[config.mk]
export PLATFORM = sky130hd
export DESIGN_NAME = mts_converter
export DESIGN_NICKNAME = d
export VERILOG_FILES = /design/src/shared/mts_pkg.sv /design/src/rtl/mts_converter.sv /design/src/rtl/mts_sync2.sv
export SDC_FILE = /design/constraint.sdc
export NUM_CORES = 1
export LEC_CHECK = 0
export ABC_CLOCK_PERIOD_IN_PS = 6400
export BUFFER_PORTS_ARGS = -buffer_cell sky130_fd_sc_hd__buf_2
export CORE_MARGIN = 10
export CORE_UTILIZATION = 61
export DETAILED_ROUTE_END_ITERATION = 10
export PLACE_DENSITY = 0.79
export SYNTH_ARGS = -nofsm -noshare
export SYNTH_HDL_FRONTEND = slang
export SYNTH_HIERARCHICAL = 1
export SYNTH_SLANG_ARGS = --single-unit
[constraint.sdc]
create_clock -name I_SYS_CLK -period 6.4 [get_ports I_SYS_CLK]
set_input_delay 0.64 -clock I_SYS_CLK [delete_from_list [all_inputs] [get_ports I_SYS_CLK]]
set_output_delay 0.64 -clock I_SYS_CLK [all_outputs]
set_load 0.05 [all_outputs]
[src/shared/mts_pkg.sv]
// Purpose: shared constants and types for the multichannel tag scanner converter side
// Assumes: 10 MHz system clock; link bit clock sampled as a plain input
// Notes:   result and tag widths are fixed; a frame is the result, then the tag
package mts_pkg;

  localparam int unsigned RESULT_W   = 18;
  localparam int unsigned TAG_W      = 3;
  localparam int unsigned FRAME_W    = RESULT_W + TAG_W;
  localparam int unsigned CNT_W      = 5;
  localparam logic [CNT_W-1:0] CNT_ZERO = 5'h00;
  localparam logic [CNT_W-1:0] CNT_ONE  = 5'h01;
  localparam logic [CNT_W-1:0] CNT_LAST = 5'h14;
  localparam logic [RESULT_W-1:0] RESULT_RST = 18'h00000;
  localparam logic [FRAME_W-1:0]  FRAME_RST  = 21'h000000;

  typedef enum logic [1:0] {
    MTS_IDLE  = 2'b00,
    MTS_SYNC  = 2'b01,
    MTS_SHIFT = 2'b11
  } mts_state_t;

endpackage : mts_pkg

[src/rtl/mts_converter.sv]
// Purpose: converter-side result pipeline, tag append and serial output with frame sync
// Assumes: bit clock, convert, tag and result inputs come from outside the clock domain
// Notes:   one sample pipeline delay; tag bits follow the 18th data bit
//
// Functional notes
// each result is shifted into a capture register, then held until next convert
// on convert, held result loads output register and shifts out on bit clock
// tag input bits shift into output register behind the outgoing result
// tag bits sit directly after the eighteenth data bit
// data sent after a convert belongs to the previous conversion
// far side: binary counter selects one of eight mux channels
// far side: convert delayed after each channel change for mux settling
// far side: channel identifier delayed one sample through a register
// far side: delay register optional only for sequential scans
// far side: tag register loads on rising bit clock qualified by frame sync
// far side: tag register shifts identifier into tag input on bit clock
// frame sync output is active low in the default format
// far side: format select high, frame sync inverted for other processors
// far side: channel counter advances once per cycle and wraps
// far side: settle timer issues exactly one convert on expiry
`timescale 1ns/10ps
module mts_converter
(
  input  wire logic I_SYS_CLK,
  input  wire logic I_RST_N,
  input  wire logic I_BIT_CLK,
  input  wire logic I_CONVERT,
  input  wire logic I_SAR_DATA,
  input  wire logic I_SAR_VALID,
  input  wire logic I_SAR_DONE,
  input  wire logic I_TAG,
  input  wire logic I_FRAME_FORMAT_SELECT,
  output logic      O_SERIAL_RESULT_OUTPUT,
  output logic      O_FRAME_SYNC,
  output logic      O_BUSY
);

  ////////////////////////////////////////////////////////////////////////////
  // input synchronisers
  logic bclk_s;
  logic conv_s;
  logic sard_s;
  logic sarv_s;
  logic sare_s;
  logic tag_s;
  logic fmt_s;

  mts_sync2 u_bclk (.i_clk(I_SYS_CLK), .i_rst_n(I_RST_N), .i_d(I_BIT_CLK),   .o_q(bclk_s));
  mts_sync2 u_conv (.i_clk(I_SYS_CLK), .i_rst_n(I_RST_N), .i_d(I_CONVERT),   .o_q(conv_s));
  mts_sync2 u_sard (.i_clk(I_SYS_CLK), .i_rst_n(I_RST_N), .i_d(I_SAR_DATA),  .o_q(sard_s));
  mts_sync2 u_sarv (.i_clk(I_SYS_CLK), .i_rst_n(I_RST_N), .i_d(I_SAR_VALID), .o_q(sarv_s));
  mts_sync2 u_sare (.i_clk(I_SYS_CLK), .i_rst_n(I_RST_N), .i_d(I_SAR_DONE),  .o_q(sare_s));
  mts_sync2 u_tag  (.i_clk(I_SYS_CLK), .i_rst_n(I_RST_N), .i_d(I_TAG),       .o_q(tag_s));
  mts_sync2 u_fmt  (.i_clk(I_SYS_CLK), .i_rst_n(I_RST_N),
                    .i_d(I_FRAME_FORMAT_SELECT), .o_q(fmt_s));

  ////////////////////////////////////////////////////////////////////////////
  // state
  typedef struct packed {
    mts_pkg::mts_state_t            state;
    logic                           bclk_d;
    logic                           conv_d;
    logic                           sarv_d;
    logic                           sare_d;
    logic [mts_pkg::RESULT_W-1:0]   capture;
    logic [mts_pkg::RESULT_W-1:0]   held;
    logic [mts_pkg::FRAME_W-1:0]    out_sr;
    logic [mts_pkg::CNT_W-1:0]      bit_cnt;
    logic                           serial_result_output;
    logic                           sync_act;
    logic                           busy;
  } mts_regs_t;

  mts_regs_t s_reg;
  mts_regs_t s_next;

  logic bclk_fall;
  logic conv_fall;
  logic sar_bit;
  logic sar_end;

  assign bclk_fall = ~bclk_s & s_reg.bclk_d;
  // convert command is a falling edge
  assign conv_fall = ~conv_s & s_reg.conv_d;
  assign sar_bit   = sarv_s & ~s_reg.sarv_d;
  assign sar_end   = sare_s & ~s_reg.sare_d;

  ////////////////////////////////////////////////////////////////////////////
  // next state
  always_comb
  begin
    s_next        = s_reg;
    s_next.bclk_d = bclk_s;
    s_next.conv_d = conv_s;
    s_next.sarv_d = sarv_s;
    s_next.sare_d = sare_s;

    // serial successive-approximation bits enter capture msb first
    if (sar_bit)
    begin
      s_next.capture = {s_reg.capture[mts_pkg::RESULT_W-2:0], sard_s};
    end
    // held latches the finished result and keeps it until the next convert
    if (sar_end)
    begin
      s_next.held = s_reg.capture;
      s_next.busy = 1'b0;
    end

    case (s_reg.state)
      mts_pkg::MTS_IDLE:
      begin
        s_next.sync_act = 1'b0;
        if (conv_fall)
        begin
          // previous result leaves now, new conversion starts behind it
          s_next.out_sr  = {{mts_pkg::TAG_W{1'b0}}, s_reg.held};
          s_next.busy    = 1'b1;
          s_next.bit_cnt = mts_pkg::CNT_ZERO;
          s_next.state   = mts_pkg::MTS_SYNC;
        end
      end
      mts_pkg::MTS_SYNC:
      begin
        // sync runs fall to fall so it straddles one rise, the far side's load edge
        if (bclk_fall)
        begin
          if (s_reg.sync_act)
          begin
            // msb leaves on the closing edge; first tag bit is taken here
            s_next.sync_act = 1'b0;
            s_next.serial_result_output     = s_reg.out_sr[mts_pkg::RESULT_W-1];
            s_next.out_sr   = {s_reg.out_sr[mts_pkg::FRAME_W-2:0], tag_s};
            s_next.state    = mts_pkg::MTS_SHIFT;
          end
          else
          begin
            s_next.sync_act = 1'b1;
          end
        end
      end
      mts_pkg::MTS_SHIFT:
      begin
        if (bclk_fall)
        begin
          // tag is taken mid-way between far-side rises; it enters at the bottom
          // and reaches the output right after the eighteenth data bit
          s_next.serial_result_output    = s_reg.out_sr[mts_pkg::RESULT_W-1];
          s_next.out_sr  = {s_reg.out_sr[mts_pkg::FRAME_W-2:0], tag_s};
          s_next.bit_cnt = s_reg.bit_cnt + mts_pkg::CNT_ONE;
          if (s_reg.bit_cnt == mts_pkg::CNT_LAST)
          begin
            s_next.serial_result_output  = 1'b0;
            s_next.state = mts_pkg::MTS_IDLE;
          end
        end
      end
      default:
      begin
        s_next.state = mts_pkg::MTS_IDLE;
      end
    endcase
  end

  ////////////////////////////////////////////////////////////////////////////
  // registers
  always_ff @(posedge I_SYS_CLK or negedge I_RST_N)
  begin
    if (!I_RST_N)
    begin
      s_reg.state    <= mts_pkg::MTS_IDLE;
      s_reg.bclk_d   <= 1'b0;
      s_reg.conv_d   <= 1'b0;
      s_reg.sarv_d   <= 1'b0;
      s_reg.sare_d   <= 1'b0;
      s_reg.capture  <= mts_pkg::RESULT_RST;
      s_reg.held     <= mts_pkg::RESULT_RST;
      s_reg.out_sr   <= mts_pkg::FRAME_RST;
      s_reg.bit_cnt  <= mts_pkg::CNT_ZERO;
      s_reg.serial_result_output     <= 1'b0;
      s_reg.sync_act <= 1'b0;
      s_reg.busy     <= 1'b0;
    end
    else
    begin
      s_reg <= s_next;
    end
  end

  ////////////////////////////////////////////////////////////////////////////
  // pin polarity
  logic sync_pin_next;

  always_comb
  begin
    // low-true by default, high-true when format select strapped high
    if (fmt_s)
    begin
      sync_pin_next = s_next.sync_act;
    end
    else
    begin
      sync_pin_next = ~s_next.sync_act;
    end
  end

  ////////////////////////////////////////////////////////////////////////////
  // outputs; sync polarity registered so output is straight from a flop
  logic sync_pin_reg;

  always_ff @(posedge I_SYS_CLK or negedge I_RST_N)
  begin
    if (!I_RST_N)
    begin
      sync_pin_reg <= 1'b1;
    end
    else
    begin
      sync_pin_reg <= sync_pin_next;
    end
  end

  assign O_FRAME_SYNC           = sync_pin_reg;
  assign O_SERIAL_RESULT_OUTPUT = s_reg.serial_result_output;
  assign O_BUSY                 = s_reg.busy;

endmodule : mts_converter

[src/rtl/mts_sync2.sv]
// Purpose: two flip-flop synchroniser for one pin level
// Assumes: input is asynchronous to i_clk
// Notes:   first stage is read by the second stage only
`timescale 1ns/10ps
module mts_sync2
(
  input  wire logic i_clk,
  input  wire logic i_rst_n,
  input  wire logic i_d,
  output logic      o_q
);

  logic meta_reg;

  always_ff @(posedge i_clk or negedge i_rst_n)
  begin
    if (!i_rst_n)
    begin
      meta_reg <= 1'b0;
      o_q      <= 1'b0;
    end
    else
    begin
      meta_reg <= i_d;
      o_q      <= meta_reg;
    end
  end

endmodule : mts_sync2

Word level (Yosys, flattened, before mapping)
Index checks and enable logic that the tools add are counted.
W data, S select, Z words.
{"block": "totals", "rom_bits": 0, "ram_bits": 0, "mem_count": 0, "out_inout_bits": 3, "latchBits": 0, "wordCells": 75, "reg_bits": 83}
{"block": "classes", "addsub": 1, "div": 0, "bitwise_logic": 9, "n_reduce_logical": 8, "n_eq_ne": 8, "mux": 22, "multipliers": 0, "shifts": 0, "n_lt_le_gt_ge": 0}
{"cell": "$pmux W18 S3", "n": 1}
{"cell": "$mux W18", "n": 2}
{"cell": "$mux W24", "n": 1}
{"cell": "$mux W23", "n": 1}
{"cell": "$mux W2", "n": 6}
{"cell": "$ne A2 B2 Y1 const B", "n": 5}
{"cell": "$pmux W5 S2", "n": 1}
{"cell": "$reduce_and A5 Y1", "n": 2}
{"cell": "$mux W1", "n": 7}
{"cell": "$pmux W2 S3", "n": 1}
{"cell": "$add A5 B1 Y5 const B", "n": 1}
{"cell": "$eq A5 B5 Y1 const B", "n": 1}
{"cell": "$not A1 Y1", "n": 5}
{"cell": "$and A1 B1 Y1", "n": 4}
{"cell": "$pmux W1 S2", "n": 2}
{"cell": "$reduce_and A4 Y1", "n": 1}
{"cell": "$reduce_bool A2 Y1", "n": 2}
{"cell": "$reduce_and A3 Y1", "n": 1}
{"cell": "$reduce_bool A3 Y1", "n": 1}
{"cell": "$eq A2 B1 Y1 const B", "n": 1}
{"cell": "$eq A2 B2 Y1 const B", "n": 1}
{"cell": "$logic_not A2 Y1", "n": 1}

Logic depth before layout (Yosys ltp)
Gate-level depths: netlist of the first run.
{"block": "depth", "depth_word": 6, "ltp_mapped": 6}

By module
The synthesis of the first run kept the hierarchy.
{"module": "mts_converter", "seq_area_each_um2": 1727.9, "n_inst": 1, "area_per_inst_um2": 2961.6, "cells_per_inst": 201}
{"module": "mts_sync2", "seq_area_each_um2": 50.0, "n_inst": 7, "area_per_inst_um2": 50.0, "cells_per_inst": 2}

Worst setup path before layout of the first run
No wires, ideal clock.
{"block": "synth_path", "kind": "register to register", "startpoint": "register s_reg[69] (netlist bit)", "endpoint": "register s_reg[16] (netlist bit)", "period_less_slack_ns": 2.009, "required_ns": 6.275, "path_stages_with_launch": 7, "arrival_ns": 1.884, "setup_ns": 0.125, "slack_ns": 4.391, "path_cell_list": "dfrtp_1 > buf_6 > or4b_1 > buf_2 > a22oi_4 > buf_12 > mux2_4"}
{"block": "synth_between", "elab_chain_cells": 3}
{"element": "start, declared", "line_no": "mts_converter.sv:74", "rtl": "mts_regs_t s_reg;"}
{"element": "start signal, assigned", "line_no": "mts_converter.sv:186", "rtl": "s_reg <= s_next;"}
{"element": "$eq A2 B1 Y1 (tied with other cells)", "line_no": "mts_converter.sv:110", "rtl": "case (s_reg.state)"}
{"element": "$ne A2 B2 Y1 (no line) / $reduce_bool A3 Y1 (equally long branches)"}
{"element": "$reduce_and A5 Y1 (no line)"}
Parallel ways exist; a longest one is shown, timed or not.
A chain may end at the register's enable or synchronous reset.

Worst setup path after layout of the first run
{"block": "layout_path", "startpoint": "register s_reg[69] (netlist bit)", "endpoint": "register s_reg[10] (netlist bit)"}
Same word-level chain as after synthesis.

==> impl_metrics.toml, run 1 <==
[critical_path]
worstPathRequired_ns = 6.64
worstPathArrival_ns = 2.97
cp_max_fo = 28
worst-setup-path-type = "register to register"
r2r_slack_ns = 3.67
worst_setup_path_end_kind = "register"
critical_path.slowest_cell = "or4b_1"
crit_path_start_kind = "register"
slowest_delay_ns = 0.80
path_cells = "or4b_1 -> a22oi_4 -> mux2_2"

[grt]
grt.total_usage_pct = 13.3
grt_pass1_wl_mm = 8.96
grt_pass1_vias = 1871
grt_max_degree = 84
grt-ovfl-total = 0
antenna_found_initial = 0

[routing]
via_count = 1698
drt_wl_total_mm = 5.21
drc = 0
routedWlPerCell_um = 17.1
m1WireLength_mm = 2.26
route.met3.wl_um = 265
via_per_inst = 5.59
first_pass_iters = 4
highest_layer = "met4"
ant_nets = 0
wl_met2_mm = 2.60
drtIter0Drc = 148

[synthesis]
synth.distinct_cells = 31
avgSynthCellArea_sq_um = 15.4
postSynthRegisterBits = 83
synth_ff_type = "dfrtp_1"
syn_nets = 226
yosysWarningCount = 6
syn_inst = 215
syn_area_sq_mm = 0.00331
ys_seq_area_share_pct = 62.8
synth-edff-count = 0
synthArstFlopShare_pct = 100

[floorplanning]
start_util_pct = 64.0
die_h_um = 93.7
die_width_um = 93.7
core-area_sq_mm = 0.00517
pin_count = 12
rows = 26
design.die.area_sq_mm = 0.00878

[cells_and_area]
design_area_sq_mm = 0.00361
final_common_cell = "dfrtp_1"
drive_gt1_share_pct = 44.0
synthToLayoutAreaGrowth_pct = 9.10
layout.nets = 240
largest_reg_flops = 66
diodes = 0
layout_common_cells = "82 x dfrtp_1, 62 x mux2_2, 10 x mux2_4, 10 x clkbuf_8, 10 x buf_2"

[power_and_ir_drop]
vdd_drop_max_uv = 198
power_density_mw_per_mm2 = 386
power_leakage_nw = 1.65
total_power_mw = 1.40

[placement]
postPlaceCellArea_sq_mm = 0.00341
dpl_worst_slack_ns = 3.69
gp_congestion = 0.852
place_hpwl_mm = 3.34
port_buffers = 11

[cts]
numCtsBuffers = 9
cts.repair.resized = 0
path_clk_slew_ns = 0.08
postCtsSetupRepairBufs = 0
cts_tree = "built"
cts-root-buf = "clkbuf_8"
clock_sinks = 83
cts_buffer_depth = 2
hold_buffers = 0
clk_latency_ns = 0.35
cts_max_level = 3

[sta]
rsz0062_at_grt = "no"
fin_crit_sh_pct = 42.6
fin_setup_tns_ns = 0
drv_slew = 0
worst_pin_slew_ns = 1.02
setup_ws_ns = 3.67
max_slew_margin_pct = 31.7
fin_hold_ws_ns = 0.355
setup_viol = 0
max_freq_mhz = 367
min_period_ns = 2.73
finClkSkew_ns = 0.00540
hold_violations = 0

[min_path]
worstHoldPathType = "register to register"

[status]
outcome = "finished clean"

[flow_run]
maxCapViolations = 0
==> metrics by stage <==
stage	std cells	util, %
finish	304	69.9
global route	304	69.9
CTS	304	69.9
detailed placement	288	65.9
global placement	288	65.9
floorplan	215	-
==> layer usage <==
layer / global-route usage (%) / up-vias
li1: - / 788
met1: 15.7 / 874
met2: 20.8 / 27
met3: 6.00 / 9
met4: 5.19 / 0
met5: 0 / -
==> report_power, final <==
| group | internal, mW | switching, mW |
|---|---|---|
| clock network | 0.193 | 0.187 |
| registers | 0.669 | 0.0992 |
| logic | 0.157 | 0.0907 |
==> final cells by class <==
cell class | count | area [sq um]
Sequential cell | 83 | 2080
Fill cell | 325 | 1560
Multi-Input combinational cell | 117 | 1150
Clock buffer | 11 | 141
Tap cell | 70 | 87.6
Timing Repair Buffer | 13 | 72.6
Clock inverter | 5 | 62.6
Inverter | 5 | 18.8
==> critical path, delay by kind of cell (launching register included) <==
family             cells  cell delay (ns)
and+or+nand+nor        1             0.80
DFF                    1             0.77
AOI/OAI and AO/OA      1             0.63
muxes                  1             0.41
==> path summary, 6_finish.rpt <==
path	startpoint	end	depth (start not counted)
max reg2reg	s_reg[69]	s_reg[10]	3
min in group asynchronous	I_RST_N	s_reg[5]	1
min reg2reg	u_bclk/meta_reg	u_bclk/o_q	0
min	u_bclk/meta_reg	u_bclk/o_q	0
max in group asynchronous	I_RST_N	s_reg[60]	1
max	s_reg[69]	s_reg[10]	3
==> cell usage after synthesis (all sizes together) (2+ instances only) <==
cell | count | area [sq um]
dfrtp | 82 | 2050
nor4b | 2 | 17.5
a21oi | 4 | 20.0
nand2b | 2 | 12.5
and2 | 2 | 12.5
clkbuf | 7 | 26.3
inv | 5 | 18.8
nor2 | 3 | 11.3
nand3 | 3 | 15.0
mux2 | 72 | 848
nor2b | 2 | 12.5
ha | 2 | 25.0
o21ai | 8 | 40.0
or3 | 2 | 12.5
buf | 3 | 36.3
nand2 | 3 | 11.3
nand4b | 2 | 17.5
==> cell families (layout without fill, tap and decap cells) <==
kind of cell,count (synthesis),count (layout),synth area share [%]
muxes,73,73,25.9
adders and majority gates,2,2,0.755
buffers and inverters,15,34,2.46
xor gates and xnor gates,1,1,0.264
DFF,83,83,62.8
and+or+nand+nor,25,25,4.65
AOI/OAI and AO/OA,16,16,3.21
Power figures use the tool's default switching activity.
==> inputs of run 2 (changes only) <==
- ABC_AREA: default -> 1
- ABC_CLOCK_PERIOD_IN_PS: 6400 -> 2400
- CORE_UTILIZATION: 61 -> 55
- PLACE_DENSITY: 0.79 -> 0.75
- clock period: 6.4 -> 2.4 ns (I/O delays scaled with it)
==> run 2 against run 1 <==
Against the previous run: clock skew grew 0.0014 ns; register-to-register slack worse by 2.9 ns; maximum frequency increased by 71%; first-iteration DRC count shrank 43%; cell count increased by 38%; sequential share of layout area decreased by 1.6 points; largest power group unchanged.
==> impl_metrics.toml, run 2 <==
[status]
outcome = "finished clean"

[sta]
finClkSkew_ns = 0.00678
fin_setup_tns_ns = 0
min_period_ns = 1.60
setup_viol = 0
drv_slew = 0
rsz0062_at_grt = "no"
setup_ws_ns = 0.805
fin_crit_sh_pct = 66.5
hold_violations = 0
max_slew_margin_pct = 36.4
max_freq_mhz = 627
worst_pin_slew_ns = 0.951

[synthesis]
synth.distinct_cells = 28
synth_mux_area_share_pct = 5.73
synth_compound_area_share_pct = 11.0
yosys.area_share.simple_pct = 14.2
synth_top_area_cell = "dfrtp_1"
yosysWarningCount = 6
avgSynthCellArea_sq_um = 10.5
synth_most_common_cell = "nand2_1"
synth_top_family_by_area = "simple AND/OR/NAND/NOR gates"
syn_nets = 329
synthArstFlopShare_pct = 100
syn_inst = 318
synth_top_area_share_pct = 61.4
synth_ff_type = "dfrtp_1"
postSynthRegisterBits = 83
ys_seq_area_share_pct = 62.2
syn_area_sq_mm = 0.00334
synth-edff-count = 0
synth.area.top_cells = "dfrtp_1 61%, nand2_1 9.6%, mux2i_1 5.4%, o21ai_0 5.4%, o21ai_2 4.7%"
synthXorXnorAreaFrac_pct = 0
synth_commonest_cells = "85 x nand2_1, 82 x dfrtp_1, 36 x o21ai_0, 30 x inv_1"
synthAdderAreaFrac_pct = 0.749

[routing]
ant_nets = 0
via_per_inst = 4.97
via_count = 2094
drtIter0Drc = 85
drc = 0
first_pass_iters = 4
routedWlPerCell_um = 12.6
drt_wl_total_mm = 5.30

[cells_and_area]
register_area_sq_mm = 0.00208
final_common_cell = "nand2_1"
fill_cells = 489
synthToLayoutAreaGrowth_pct = 11.2
diodes = 0
design_area_sq_mm = 0.00371
drive_gt1_share_pct = 18.5
largest_reg_flops = 66
layout_common_cells = "85 x nand2_1, 82 x dfrtp_1, 36 x o21ai_0, 30 x inv_1"
layout.nets = 352
multi_input_area_sq_mm = 0.00106

[cts]
postCtsSetupRepairBufs = 0
cts_buffer_depth = 2
cts_max_level = 3
path_clk_slew_ns = 0.08
cts_tree = "built"
cts-root-buf = "clkbuf_8"
clk_latency_ns = 0.35
clock_sinks = 83
numCtsBuffers = 9

[min_path]
worstHoldPathType = "register to register"
whs_path_depth = 0

[power_and_ir_drop]
p_switching_mw = 1.26
p_comb_share_pct = 25.3
netSwitchingFraction_pct = 33.9
total_power_mw = 3.72
internal_power_mw = 2.46
vdd_drop_max_uv = 590
power_density_mw_per_mm2 = 1000
pwr-share-seq_pct = 49.7
power_leakage_nw = 1.87
p_clk_share_pct = 25.0

[critical_path]
r2r_slack_ns = 0.80
worstPathArrival_ns = 1.82
worst_setup_path_end_kind = "register"
worst-setup-path-type = "register to register"
reg2regPathDepth = 7
crit_path_start_kind = "register"
worstPathRequired_ns = 2.63
cp_max_fo = 36

[floorplanning]
start_util_pct = 56.4
rows = 28
die_width_um = 97.9
pin_count = 12
design.die.area_sq_mm = 0.00959
die_h_um = 97.9
core-area_sq_mm = 0.00592

[grt]
antenna_found_initial = 0
grt_max_degree = 48
grt.total_usage_pct = 11.7
grt_pass1_wl_mm = 9.31
grt_pass1_vias = 1988
grt-ovfl-total = 0

[flow_run]
maxCapViolations = 0

[placement]
port_buffers = 11
gp_congestion = 0.758
place_hpwl_mm = 3.49
dpl_worst_slack_ns = 0.814
postPlaceCellArea_sq_mm = 0.00345
==> run 2: what timing repair did <==
item,CTS,global route
hold endpoints to repair,52,0
gates resized for setup,0,0
hold buffers,8,0
==> run 2: cells by family after synthesis <==
family | Yosys count
AOI/OAI and AO/OA | 59
buffers and inverters | 44
muxes | 19
DFF | 83
and+or+nand+nor | 111
adders and majority gates | 2
==> run 2: worst paths after layout <==
kind                                  from            to
max                              s_reg[69]      s_reg[8]
min                        u_sare/meta_reg    u_sare/o_q
max reg2reg                      s_reg[69]      s_reg[8]
min in group asynchronous          I_RST_N      s_reg[3]
min reg2reg                u_sare/meta_reg    u_sare/o_q
max in group asynchronous          I_RST_N  O_FRAME_SYNC
==> run 2: final cells by class <==
type	instances	share of cell area, %
inverter	32	3.23
tap	75	2.53
multi-input combinational	191	28.5
timing repair buffer	24	4.72
sequential	83	55.9
clock buffer	11	4.08
clock inverter	5	1.01
==> run 2: metrics by stage <==
step / util [%] / std cells / hold WS (ns)
2_1_floorplan: - / 318 / -0.0556
3_3_place_gp: 58.2 / 397 / 0.282
3_5_place_dp: 58.2 / 397 / 0.288
4_1_cts: 62.7 / 421 / 0.357
5_1_grt: 62.7 / 421 / 0.362
6_report: 62.7 / 421 / 0.356
==> run 2: layer usage <==
| metal | track usage (%) | vias to the layer above | routed length [um] |
|---|---|---|---|
| li1 | - | 1061 | - |
| met1 | 15.3 | 992 | 2580 |
| met2 | 16.9 | 29 | 2380 |
| met5 | 0 | - | 0 |
| met3 | 2.89 | 12 | 237 |
| met4 | 7.49 | 0 | 99 |
==> run 2: power by group through the flow <==
stage	sequential, mW	combinational (mW)	clock (mW)
global placement	1.87	0.903	0
global route	1.88	1.07	1.02
floorplan	1.88	0.760	0
CTS	1.85	0.954	0.960
detailed placement	1.87	0.942	0
finish	1.85	0.939	0.929
==> run 2: worst max-delay path, stage by stage (launching register included) <==
cell and delay (ns):
dfrtp_1 0.39, buf_4 0.20, nor2_4 0.13, nand3_2 0.12, nand2_2 0.11, nand2_4 0.25
nand2_1 0.19, o21ai_2 0.06
